==> src/core/gpm_pkg.sv <==
// Purpose: Shared constants and carrier types for the dual port pin multiplexer.
// Assumes: Classic Wishbone register access with 32-bit data and byte addresses.
// Notes:   Every register sits in the low byte of one aligned word.
package gpm_pkg;

    // Register bus geometry.
    localparam int          ADR_W       = 8;
    localparam int          DAT_W       = 32;
    localparam int          SEL_W       = 4;

    // Register byte offsets.
    localparam logic [7:0]  OFS_C_PIN   = 8'h00;
    localparam logic [7:0]  OFS_C_LAT   = 8'h04;
    localparam logic [7:0]  OFS_C_DIR   = 8'h08;
    localparam logic [7:0]  OFS_D_PIN   = 8'h0C;
    localparam logic [7:0]  OFS_D_LAT   = 8'h10;
    localparam logic [7:0]  OFS_D_DIR   = 8'h14;
    localparam logic [7:0]  OFS_CFG     = 8'h18;

    // Reset values; a direction bit of one means input.
    localparam logic [7:0]  DIR_RST     = 8'hFF;
    localparam logic [4:0]  CFG_RST     = 5'h00;
    localparam logic [7:0]  HIZ_ALL     = 8'hFF;

    // Location select field positions in the configuration register.
    localparam int          CFG_SSP     = 0;
    localparam int          CFG_EXCLK   = 1;
    localparam int          CFG_PWM_FAULT_A_INPUT    = 2;
    localparam int          CFG_PWM4    = 3;
    localparam int          CFG_CAPTURE_COMPARE_UNIT2    = 4;
    localparam int          CFG_W       = 5;

    // Bank C pin positions of the routed functions.
    localparam int          C_T1        = 0;
    localparam int          C_CAPTURE_COMPARE_UNIT2      = 1;
    localparam int          C_CAPTURE_COMPARE_UNIT1      = 2;
    localparam int          C_EXTERNAL_INTERRUPT_0      = 3;
    localparam int          C_SDA       = 4;
    localparam int          C_SCK       = 5;
    localparam int          C_TX        = 6;
    localparam int          C_RX        = 7;

    // Bank D pin positions of the routed functions.
    localparam int          D_EXCLK     = 0;
    localparam int          D_SDO       = 1;
    localparam int          D_SDA       = 2;
    localparam int          D_SCK       = 3;
    localparam int          D_PWM_FAULT_A_INPUT      = 4;
    localparam int          D_PWM4      = 5;
    localparam int          D_PWM6      = 6;
    localparam int          D_PWM7      = 7;

    // One bank of pins as driven out: active low enable and value.
    typedef struct packed {
        logic [7:0] oe_n;
        logic [7:0] val;
    } gpm_pins_t;

    // Requests from the on-chip peripherals that want pins.
    typedef struct packed {
        logic       t1osc_en;
        logic       capture_compare_unit1_oe;
        logic       capture_compare_unit1_o;
        logic       capture_compare_unit2_oe;
        logic       capture_compare_unit2_o;
        logic       ssp_en;
        logic       sdo_oe;
        logic       sdo;
        logic       sck_oe;
        logic       sck;
        logic       sda_oe;
        logic       sda;
        logic       uart_en;
        logic       tx_oe;
        logic       tx;
        logic       dt_oe;
        logic       dt;
        logic [2:0] pwm_en;
        logic [2:0] pwm;
    } gpm_per_drv_t;

    // Pin levels handed to the peripherals.
    typedef struct packed {
        logic [2:0] ext_int;
        logic       t0_clk;
        logic       t5_clk;
        logic       t1_clk;
        logic       t1_osc_in;
        logic       capture_compare_unit1_in;
        logic       capture_compare_unit2_in;
        logic       fault_a;
        logic       fault_b;
        logic       sdi;
        logic       sck_in;
        logic       ss;
        logic       rx;
        logic       ck_in;
    } gpm_per_rcv_t;

endpackage : gpm_pkg

==> src/core/gpm_port.sv <==
// Purpose: Two eight-bit bidirectional ports with peripheral pin routing.
// Assumes: Single 100 MHz clock, synchronous active high reset, classic Wishbone.
// Notes:   Output latches and pin samplers carry no reset so values survive soft resets.
//
// What this block does
// - Bank C direction one floats the pin.
// - Bank C direction zero drives latch value.
// - Bank C latch readable, reads latch not pins.
// - Bank D eight pins, per-bit direction.
// - Bank D latch readable, reads latch not pins.
// - All pins inputs; directions all ones after reset.
// - Enabled peripherals override bank C direction.
// - Direction read returns stored, not overridden, value.
// - External interrupts 0-2 from C3, C4, C5.
// - Serial port on C4, C5, C7 primarily.
// - Alternate serial port on D1, D2, D3.
// - Serial transceiver receive C7, transmit C6.
// - C6 slave select, C7 serial data out.
// - Timer 0/5 clocks from C3 or D0.
// - Faults on C1, C2; fault A movable D4.
// - D6, D7 carry PWM outputs 6, 7.
// - PWM output 4 movable to D5.
// - C0, C1 serve timer 1 oscillator.
// - C1 carries capture-compare 2 by select.
// - C2 carries capture-compare 1.
//
// Added by the designer: the Wishbone interface to the registers and the placing of the registers.
`timescale 1ns/1ns
module gpm_port (
    input  wire logic                       clk_i,
    input  wire logic                       rst_i,
    input  wire logic                       wb_cyc_i,
    input  wire logic                       wb_stb_i,
    input  wire logic                       wb_we_i,
    input  wire logic [gpm_pkg::ADR_W-1:0]  wb_adr_i,
    input  wire logic [gpm_pkg::SEL_W-1:0]  wb_sel_i,
    input  wire logic [gpm_pkg::DAT_W-1:0]  wb_dat_i,
    output logic      [gpm_pkg::DAT_W-1:0]  wb_dat_o,
    output logic                            wb_ack_o,
    input  wire logic [7:0]                 pin_c_i,
    input  wire logic [7:0]                 pin_d_i,
    output gpm_pkg::gpm_pins_t              pin_c_o,
    output gpm_pkg::gpm_pins_t              pin_d_o,
    input  wire gpm_pkg::gpm_per_drv_t      per_drv_i,
    output gpm_pkg::gpm_per_rcv_t           per_rcv_o
);
    import gpm_pkg::*;

    // Replace the low byte when its lane is enabled.
    function automatic logic [7:0] wr_byte(input logic [7:0] old, input logic [DAT_W-1:0] d,
                                           input logic [SEL_W-1:0] sel);
        wr_byte = sel[0] ? d[7:0] : old;
    endfunction : wr_byte

    // Combine the latch with a peripheral request into pin value and active low enable.
    function automatic logic [15:0] pin_mux(input logic [7:0] dir, input logic [7:0] lat,
                                            input logic [7:0] f_out, input logic [7:0] f_in,
                                            input logic [7:0] f_val);
        logic [7:0] drive;
        drive   = f_out | (~f_in & ~dir);
        pin_mux = {~drive, drive & ((f_out & f_val) | (~f_out & lat))};
    endfunction : pin_mux

    logic [7:0]       lat_c_r;
    logic [7:0]       lat_d_r;
    logic [7:0]       dir_c_r;
    logic [7:0]       dir_d_r;
    logic [CFG_W-1:0] cfg_r;
    logic [7:0]       sc1_r, sc2_r, sc3_r, lvl_c_r;
    logic [7:0]       sd1_r, sd2_r, sd3_r, lvl_d_r;
    logic [7:0]       fo_c, fi_c, fv_c;
    logic [7:0]       fo_d, fi_d, fv_d;
    logic [15:0]      mux_c, mux_d;
    logic             req;
    logic             wr_en;
    logic             ssp_c;
    logic             ssp_d;

    // A new request is taken once; the registered ack then closes it.
    assign req   = wb_cyc_i && wb_stb_i && !wb_ack_o;
    assign wr_en = req && wb_we_i;

    // Ack one cycle after the request and drop it the cycle after.
    always_ff @(posedge clk_i) begin
        if (rst_i) begin
            wb_ack_o <= 1'b0;
        end else begin
            wb_ack_o <= req;
        end
    end

    // Read data is captured with the ack; unmapped offsets answer zero.
    always_ff @(posedge clk_i) begin
        if (rst_i) begin
            wb_dat_o <= '0;
        end else if (req) begin
            unique case (wb_adr_i)
                OFS_C_PIN: wb_dat_o <= {24'h00_0000, lvl_c_r};
                OFS_C_LAT: wb_dat_o <= {24'h00_0000, lat_c_r};
                OFS_C_DIR: wb_dat_o <= {24'h00_0000, dir_c_r};
                OFS_D_PIN: wb_dat_o <= {24'h00_0000, lvl_d_r};
                OFS_D_LAT: wb_dat_o <= {24'h00_0000, lat_d_r};
                OFS_D_DIR: wb_dat_o <= {24'h00_0000, dir_d_r};
                OFS_CFG:   wb_dat_o <= {27'h000_0000, cfg_r};
                default:   wb_dat_o <= '0;
            endcase
        end
    end

    // Latches have no reset so their contents survive every reset but power loss.
    always_ff @(posedge clk_i) begin
        if (wr_en && (wb_adr_i == OFS_C_PIN || wb_adr_i == OFS_C_LAT)) begin
            lat_c_r <= wr_byte(lat_c_r, wb_dat_i, wb_sel_i);
        end
        if (wr_en && (wb_adr_i == OFS_D_PIN || wb_adr_i == OFS_D_LAT)) begin
            lat_d_r <= wr_byte(lat_d_r, wb_dat_i, wb_sel_i);
        end
    end

    // Direction registers return to all inputs on any reset.
    always_ff @(posedge clk_i) begin
        if (rst_i) begin
            dir_c_r <= DIR_RST;
            dir_d_r <= DIR_RST;
        end else begin
            if (wr_en && wb_adr_i == OFS_C_DIR) begin
                dir_c_r <= wr_byte(dir_c_r, wb_dat_i, wb_sel_i);
            end
            if (wr_en && wb_adr_i == OFS_D_DIR) begin
                dir_d_r <= wr_byte(dir_d_r, wb_dat_i, wb_sel_i);
            end
        end
    end

    // Location selects; zero keeps every function but PWM output 4 at its primary pin, and PWM output 4 then drives no pin.
    always_ff @(posedge clk_i) begin
        if (rst_i) begin
            cfg_r <= CFG_RST;
        end else if (wr_en && wb_adr_i == OFS_CFG && wb_sel_i[0]) begin
            cfg_r <= wb_dat_i[CFG_W-1:0];
        end
    end

    // Pins are asynchronous; three stages, and a level counts once stages two and three agree.
    always_ff @(posedge clk_i) begin
        sc1_r <= pin_c_i;
        sc2_r <= sc1_r;
        sc3_r <= sc2_r;
        sd1_r <= pin_d_i;
        sd2_r <= sd1_r;
        sd3_r <= sd2_r;
        for (int i = 0; i < 8; i++) begin
            if (sc2_r[i] == sc3_r[i]) begin
                lvl_c_r[i] <= sc3_r[i];
            end
            if (sd2_r[i] == sd3_r[i]) begin
                lvl_d_r[i] <= sd3_r[i];
            end
        end
    end

    assign ssp_c = per_drv_i.ssp_en && !cfg_r[CFG_SSP];
    assign ssp_d = per_drv_i.ssp_en &&  cfg_r[CFG_SSP];

    // Bank C overrides: forced outputs, forced inputs and their values.
    always_comb begin
        fo_c = 8'h00;
        fi_c = 8'h00;
        fv_c = 8'h00;
        // The oscillator pins are analog; both are held off the port driver.
        fi_c[C_T1]   = per_drv_i.t1osc_en;
        fi_c[C_CAPTURE_COMPARE_UNIT2] = per_drv_i.t1osc_en;
        if (!cfg_r[CFG_CAPTURE_COMPARE_UNIT2] && per_drv_i.capture_compare_unit2_oe && !per_drv_i.t1osc_en) begin
            fo_c[C_CAPTURE_COMPARE_UNIT2] = 1'b1;
            fv_c[C_CAPTURE_COMPARE_UNIT2] = per_drv_i.capture_compare_unit2_o;
        end
        fo_c[C_CAPTURE_COMPARE_UNIT1] = per_drv_i.capture_compare_unit1_oe;
        fv_c[C_CAPTURE_COMPARE_UNIT1] = per_drv_i.capture_compare_unit1_o;
        fo_c[C_SDA]  = ssp_c && per_drv_i.sda_oe;
        fv_c[C_SDA]  = per_drv_i.sda;
        fo_c[C_SCK]  = ssp_c && per_drv_i.sck_oe;
        fv_c[C_SCK]  = per_drv_i.sck;
        fo_c[C_TX]   = per_drv_i.uart_en && per_drv_i.tx_oe;
        fv_c[C_TX]   = per_drv_i.tx;
        // The transceiver has priority on C7 over serial data out.
        if (per_drv_i.uart_en && per_drv_i.dt_oe) begin
            fo_c[C_RX] = 1'b1;
            fv_c[C_RX] = per_drv_i.dt;
        end else if (ssp_c && per_drv_i.sdo_oe) begin
            fo_c[C_RX] = 1'b1;
            fv_c[C_RX] = per_drv_i.sdo;
        end
    end

    // Bank D overrides: alternate serial port and PWM outputs.
    always_comb begin
        fo_d = 8'h00;
        fi_d = 8'h00;
        fv_d = 8'h00;
        fo_d[D_SDO]  = ssp_d && per_drv_i.sdo_oe;
        fv_d[D_SDO]  = per_drv_i.sdo;
        fo_d[D_SDA]  = ssp_d && per_drv_i.sda_oe;
        fv_d[D_SDA]  = per_drv_i.sda;
        fo_d[D_SCK]  = ssp_d && per_drv_i.sck_oe;
        fv_d[D_SCK]  = per_drv_i.sck;
        fo_d[D_PWM4] = cfg_r[CFG_PWM4] && per_drv_i.pwm_en[0];
        fv_d[D_PWM4] = per_drv_i.pwm[0];
        fo_d[D_PWM6] = per_drv_i.pwm_en[1];
        fv_d[D_PWM6] = per_drv_i.pwm[1];
        fo_d[D_PWM7] = per_drv_i.pwm_en[2];
        fv_d[D_PWM7] = per_drv_i.pwm[2];
    end

    assign mux_c = pin_mux(dir_c_r, lat_c_r, fo_c, fi_c, fv_c);
    assign mux_d = pin_mux(dir_d_r, lat_d_r, fo_d, fi_d, fv_d);

    // Pin drivers are registered; reset releases every pin.
    always_ff @(posedge clk_i) begin
        if (rst_i) begin
            pin_c_o <= '{oe_n: HIZ_ALL, val: 8'h00};
            pin_d_o <= '{oe_n: HIZ_ALL, val: 8'h00};
        end else begin
            pin_c_o <= '{oe_n: mux_c[15:8], val: mux_c[7:0]};
            pin_d_o <= '{oe_n: mux_d[15:8], val: mux_d[7:0]};
        end
    end

    // Sampled levels routed to the peripherals, selected by location bits.
    always_ff @(posedge clk_i) begin
        if (rst_i) begin
            per_rcv_o <= '0;
        end else begin
            per_rcv_o.ext_int   <= lvl_c_r[C_EXTERNAL_INTERRUPT_0 +: 3];
            per_rcv_o.t0_clk    <= cfg_r[CFG_EXCLK] ? lvl_d_r[D_EXCLK] : lvl_c_r[C_EXTERNAL_INTERRUPT_0];
            per_rcv_o.t5_clk    <= cfg_r[CFG_EXCLK] ? lvl_d_r[D_EXCLK] : lvl_c_r[C_EXTERNAL_INTERRUPT_0];
            per_rcv_o.t1_clk    <= lvl_c_r[C_T1];
            per_rcv_o.t1_osc_in <= lvl_c_r[C_CAPTURE_COMPARE_UNIT2];
            per_rcv_o.capture_compare_unit1_in   <= lvl_c_r[C_CAPTURE_COMPARE_UNIT1];
            per_rcv_o.capture_compare_unit2_in   <= cfg_r[CFG_CAPTURE_COMPARE_UNIT2] ? 1'b0 : lvl_c_r[C_CAPTURE_COMPARE_UNIT2];
            per_rcv_o.fault_a   <= cfg_r[CFG_PWM_FAULT_A_INPUT] ? lvl_d_r[D_PWM_FAULT_A_INPUT] : lvl_c_r[C_CAPTURE_COMPARE_UNIT2];
            per_rcv_o.fault_b   <= lvl_c_r[C_CAPTURE_COMPARE_UNIT1];
            per_rcv_o.sdi       <= cfg_r[CFG_SSP] ? lvl_d_r[D_SDA] : lvl_c_r[C_SDA];
            per_rcv_o.sck_in    <= cfg_r[CFG_SSP] ? lvl_d_r[D_SCK] : lvl_c_r[C_SCK];
            per_rcv_o.ss        <= lvl_c_r[C_TX];
            per_rcv_o.rx        <= lvl_c_r[C_RX];
            per_rcv_o.ck_in     <= lvl_c_r[C_TX];
        end
    end

    // Checks on the pins, the register file and the routing.
    a_dir_reset: assert property (@(posedge clk_i) rst_i |=>
        dir_c_r == DIR_RST && dir_d_r == DIR_RST && pin_c_o.oe_n == HIZ_ALL
        && pin_d_o.oe_n == HIZ_ALL) else $error("Reset left a pin driven.");

    a_c_input_float: assert property (@(posedge clk_i) disable iff (rst_i)
        (dir_c_r[C_EXTERNAL_INTERRUPT_0] && per_drv_i == '0) |=> pin_c_o.oe_n[C_EXTERNAL_INTERRUPT_0])
        else $error("Bank C input pin is driven.");

    a_c_output_latch: assert property (@(posedge clk_i) disable iff (rst_i)
        (!dir_c_r[C_EXTERNAL_INTERRUPT_0] && per_drv_i == '0) |=>
        !pin_c_o.oe_n[C_EXTERNAL_INTERRUPT_0] && pin_c_o.val[C_EXTERNAL_INTERRUPT_0] == $past(lat_c_r[C_EXTERNAL_INTERRUPT_0]))
        else $error("Bank C output does not follow the latch.");

    a_d_output_latch: assert property (@(posedge clk_i) disable iff (rst_i)
        (!dir_d_r[0] && !cfg_r[CFG_SSP]) |=>
        !pin_d_o.oe_n[0] && pin_d_o.val[0] == $past(lat_d_r[0]))
        else $error("Bank D output does not follow the latch.");

    a_c_latch_read: assert property (@(posedge clk_i) disable iff (rst_i)
        (req && !wb_we_i && wb_adr_i == OFS_C_LAT) |=>
        wb_ack_o && wb_dat_o == {24'h00_0000, $past(lat_c_r)})
        else $error("Bank C latch read returned other data.");

    a_d_latch_read: assert property (@(posedge clk_i) disable iff (rst_i)
        (req && !wb_we_i && wb_adr_i == OFS_D_LAT) |=>
        wb_ack_o && wb_dat_o == {24'h00_0000, $past(lat_d_r)})
        else $error("Bank D latch read returned other data.");

    a_dir_readback: assert property (@(posedge clk_i) disable iff (rst_i)
        (req && !wb_we_i && wb_adr_i == OFS_C_DIR) |=>
        wb_dat_o[7:0] == $past(dir_c_r)) else $error("Direction read shows override.");

    a_pin_write_latch: assert property (@(posedge clk_i) disable iff (rst_i)
        (wr_en && wb_adr_i == OFS_C_PIN && wb_sel_i[0]) |=> lat_c_r == $past(wb_dat_i[7:0]))
        else $error("Pin register write missed the latch.");

    a_ext_int_route: assert property (@(posedge clk_i) disable iff (rst_i)
        !rst_i |=> per_rcv_o.ext_int == $past(lvl_c_r[5:3])) else $error("Interrupt routing wrong.");

    a_alt_ssp_out: assert property (@(posedge clk_i) disable iff (rst_i)
        (ssp_d && per_drv_i.sdo_oe) |=>
        !pin_d_o.oe_n[D_SDO] && pin_d_o.val[D_SDO] == $past(per_drv_i.sdo)
        && (pin_c_o.oe_n[C_RX] || $past(per_drv_i.uart_en)))
        else $error("Alternate serial data out misrouted.");

    a_pwm_claim: assert property (@(posedge clk_i) disable iff (rst_i)
        per_drv_i.pwm_en[2] |=> !pin_d_o.oe_n[D_PWM7] && pin_d_o.val[D_PWM7] == $past(per_drv_i.pwm[2]))
        else $error("PWM 7 not on its pin.");

    a_clk_select: assert property (@(posedge clk_i) disable iff (rst_i)
        cfg_r[CFG_EXCLK] |=> per_rcv_o.t0_clk == $past(lvl_d_r[D_EXCLK]))
        else $error("Timer clock taken from the wrong pin.");

endmodule : gpm_port

==> config.mk <==
export PLATFORM = sky130hd
export DESIGN_NAME = gpm_port
export DESIGN_NICKNAME = d
export VERILOG_FILES = /design/src/core/gpm_pkg.sv /design/src/core/gpm_port.sv
export SDC_FILE = /design/constraint.sdc
export NUM_CORES = 1
export LEC_CHECK = 0
export BUFFER_PORTS_ARGS = -buffer_cell sky130_fd_sc_hd__buf_4
export CORE_MARGIN = 2
export CORE_UTILIZATION = 46
export CTS_CLUSTER_DIAMETER = 200
export DETAILED_ROUTE_END_ITERATION = 12
export GPL_ROUTABILITY_DRIVEN = 1
export PLACE_DENSITY = 0.85
export SLEW_MARGIN = 20
export SYNTH_ARGS = -nofsm -noshare
export SYNTH_HDL_FRONTEND = slang
export SYNTH_SLANG_ARGS = --single-unit
==> constraint.sdc <==
create_clock -name clk_i -period 2.05 [get_ports clk_i]
set_input_delay 0.205 -clock clk_i [delete_from_list [all_inputs] [get_ports clk_i]]
set_output_delay 0.205 -clock clk_i [all_outputs]
set_load 0.005 [all_outputs]
==> key figures <==
Timing
  – Rel. slew slack: 0.6318
  – RSZ-0062 raised after global routing: false
  – Final setup viols: 0
  – Period minus WS final: 1668 ps
  – Final Skew: 9.170 ps
  – Count of final hold-check violations: 0
  – Max Clk Rate: around 600 MHz
  – Setup tns final: 0 ps
  – Crit share post-route: 0.8138
  – Max-slew violation count: 0
  – Slew @ Worst Pin: approximately 550 ps

CTS
  – Htree depth: 4
  – Clk buf depth: 2
  – CTS tree: yes
  – Reg clk slew, reported paths: about 60 ps
  – CTS Buf Count: 17
  – Root buf cell: clkbuf_16
  – TritonCTS Sinks: approximately 160
  – Clock latency on the worst-skew pair: ~420 ps

Setup path
  – Worst R2R Start: wb_ack_o
  – CP max stage delay: ~400 ps
  – R2R setup slack: 380 ps
  – Worst r2r path cells: 5
  – Reg-to-Reg End: dir_d_r[5]
  – Crit path kind: register to register
  – Worst EP arrival: 1970 ps
  – CP Launch Type: register
  – Critical Path Fanout Max: 16
  – Critical path cell sequence: and3b_2 > nand4_2 > nor2_4 > nor2b_1 > a211o_1
  – Critical Path RT: between 2000 and 2500 ps
  – Slowest cell on crit path: nor2_4
  – CP endpoint kind: register

Min path
  – Hold path cells: 1
  – Hold EP: lat_c_r[2]
  – Worst Hold Launch: wb_dat_i[2]
  – Hold Crit Class: input port to register

Drt
  – Drt pass-1 iters: 4
  – Antenna Nets Post-Route: 0
  – Drt total wl: between 10,000 and 15,000 um
  – DRC viols: 0
  – DRT iter0 DRCs: 240
  – Vias: between 3,000 and 4,000
  – Drt wl/cell: approximately 15 um
  – Vias per cell: approximately 4.9

Placed design
  – Post-DP HPWL: about 8300 um
  – Inst Count DP: approximately 700
  – RePlAce Congestion: a little over 0.8
  – IO Port Bufs: roughly 120
  – Cell Area, Placed: 0.006275 sq mm

Logic synthesis
  – Synth area leader: dfxtp_1
  – Syn Std Cell Area: 0.005424 sq mm
  – FFs w/ async S/R, synth: 0
  – XOR/XNOR Fraction of Synth Area: 0.02584
  – Adder-Cell Fraction of Synth Area: 0
  – Synth Register Bits: 155
  – Synth top area share: 0.4540
  – Syn Inst Count: approximately 450
  – Synth area leaders: dfxtp_1, edfxtp_1, mux2i_1, buf_4, nor2_1
  – Synth Warn #: 0
  – Top_reg_cell synth: dfxtp_1
  – Number of synthesized flops with an enable pin: 32
  – Compound-cell area share of the yosys netlist: 0.08604
  – Mux cell area share after synthesis: 0.06113
  – Largest family of logic cells by synthesized area: simple AND/OR/NAND/NOR gates
  – Avg Inst Size Synth: 11.97 sq um
  – Netlist cell types: 53
  – Most frequent cells after synthesis: dfxtp_1, nor2_1, edfxtp_1, buf_4, mux2i_1
  – Most frequent cell after synthesis: dfxtp_1
  – Register area share after synthesis: 0.6311
  – Synth Area in Simple Gates: 0.1308

Power
  – P_leak: between 0.003 and 0.004 uW
  – Pwr/cell area: between 900 and 1000 mW/mm^2
  – Clock power frac: 0.449
  – Pwr Total: between 6000 and 7000 uW
  – Part of the power in registers: 0.488
  – Combinational Power Share: 0.062
  – VDD IR max: approximately 0.66 mV
  – Net Sw Power: between 1000 and 1500 uW
  – Switch share: 0.2125
  – Int Pwr: roughly 5300 uW

Cells and area
  – Fin util: 0.6184
  – Final instance area: just over 0.007 sq mm
  – Final-stage net count: just under 700
  – Regs by FF count: pin_c_o (16), pin_d_o (16), per_rcv_o (13)
  – Area Overhead vs Synth: 30.75%
  – Share of cells above drive strength 1: 0.2911
  – N_diodes: 0
  – Fin cells: ~750

Die
  – IO Pins: between 150 and 200
  – Starting Density: 0.4730
  – Die Span Y: 112.6 um
  – Die ar.: 0.01268 sq mm
  – Site row count: 39
  – Core area: 0.01147 sq mm
  – Die width: roughly 110 um

Global routing
  – Congestion Overflow GR: 0
  – Largest net degree at the start of global routing: 38
  – First-pass GRT wire length: between 15,000 and 20,000 um
  – Vias in the first global route: around 3,600
  – All-Layer GR Usage: 0.1844
  – Antenna violations before repair: 0

Outcome
  – Outcome: complete, no violations

Job
  – Max_cap viols: 0
-- per-layer routing --
| layer | global-route usage | part of all wire | up-vias |
|---|---|---|---|
| met5 | 0 | 0 | - |
| met4 | 0.07398 | 0.015 | 0 |
| met3 | 0.06749 | 0.088 | 18 |
| met2 | 0.2930 | 0.48 | 147 |
| met1 | 0.2290 | 0.41 | 1742 |
| li1 | - | - | 1801 |
-- cells in the final DEF, fill, tap and decap left out, types with 3 or more instances in the layout --
| cell | count |
|---|---|
| inv_4 | 3 |
| nor3_1 | 10 |
| a32o_1 | 4 |
| a211o_1 | 9 |
| mux2_4 | 3 |
| edfxtp_1 | 32 |
| inv_1 | 7 |
| xnor2_1 | 16 |
| nand2_1 | 22 |
| nor2_1 | 42 |
| o21ai_1 | 8 |
| a21o_1 | 10 |
| mux2i_1 | 23 |
| conb_1 | 24 |
| clkinv_2 | 3 |
| or3_1 | 3 |
| a21oi_1 | 18 |
| a2bb2oi_1 | 3 |
| dfxtp_1 | 123 |
| buf_4 | 121 |
| dlygate4sd3_1 | 23 |
| clkbuf_16 | 20 |
| nand3_1 | 9 |
| mux2_2 | 4 |
| nor2b_1 | 19 |
| a22oi_1 | 3 |
| a31oi_1 | 3 |
| a211oi_1 | 3 |
-- worst max-delay path by stage --
stage                      from  slack, ps    endpoint  depth (start not counted)
floorplan           wb_adr_i[1]        150  lat_c_r[0]                          3
global placement    wb_adr_i[1]        290  lat_c_r[0]                          5
detailed placement  wb_adr_i[1]        260  lat_c_r[6]                          5
CTS                    wb_ack_o        380  dir_d_r[5]                          5
global route           wb_ack_o        270  dir_d_r[5]                          5
finish                 wb_ack_o        380  dir_d_r[5]                          5
-- kinds of logic (layout without fill, tap and decap cells) --
logic type      count (synthesis)  count (layout)
flops                         155             155
simple gates                  132             132
compound gates                 67              67
buf+inv                        51             183
mux                            31              31
xor+xnor                       16              16
other cells                     1              24
-- power by group through the flow --
stage | Clock [uW] | Sequential, uW | Combinational, uW
2_1_floorplan | 0 | 3330 | 230
3_3_place_gp | 0 | 3340 | 372
3_5_place_dp | 0 | 3350 | 381
4_1_cts | 3060 | 3280 | 418
5_1_grt | 3200 | 3290 | 453
6_report | 3020 | 3280 | 418
-- through the flow --
| step | hold WS, ps | setup slack [ps] |
|---|---|---|
| 6_report | 14.20 | 381.7 |
| 5_1_grt | 6.495 | 272.6 |
| 4_1_cts | 1.028 | 380.5 |
| 3_5_place_dp | 310.6 | 260.7 |
| 3_3_place_gp | 309.8 | 292.7 |
| 2_1_floorplan | 232.7 | 145.6 |
-- critical path: cells and delay by family (launching register included) --
kind	cells	cell delay [ps]
AND/OR/NAND/NOR	4	960
AO/OA/AOI/OAI	1	280
flip-flops	1	310
-- area by class of cell --
class | instances | area, sq um
clock buffers | 24 | 535.5
flip-flops and latches | 155 | 3423
fillers | 912 | 4375
clock inverters | 8 | 51.30
repair buffers | 144 | 1139
multi-input cells | 270 | 1738
well taps | 143 | 178.9
inverters | 7 | 26.28
-- what timing repair did --
action / CTS / global route
resized for setup: 0 / 0
buffers inserted: 0 / 0
hold buffers: 23 / 0
setup endpoints to repair: 0 / 0
endpoints found under the hold margin: 29 / 0
Note: power is estimated with default switching activity, not from simulation.
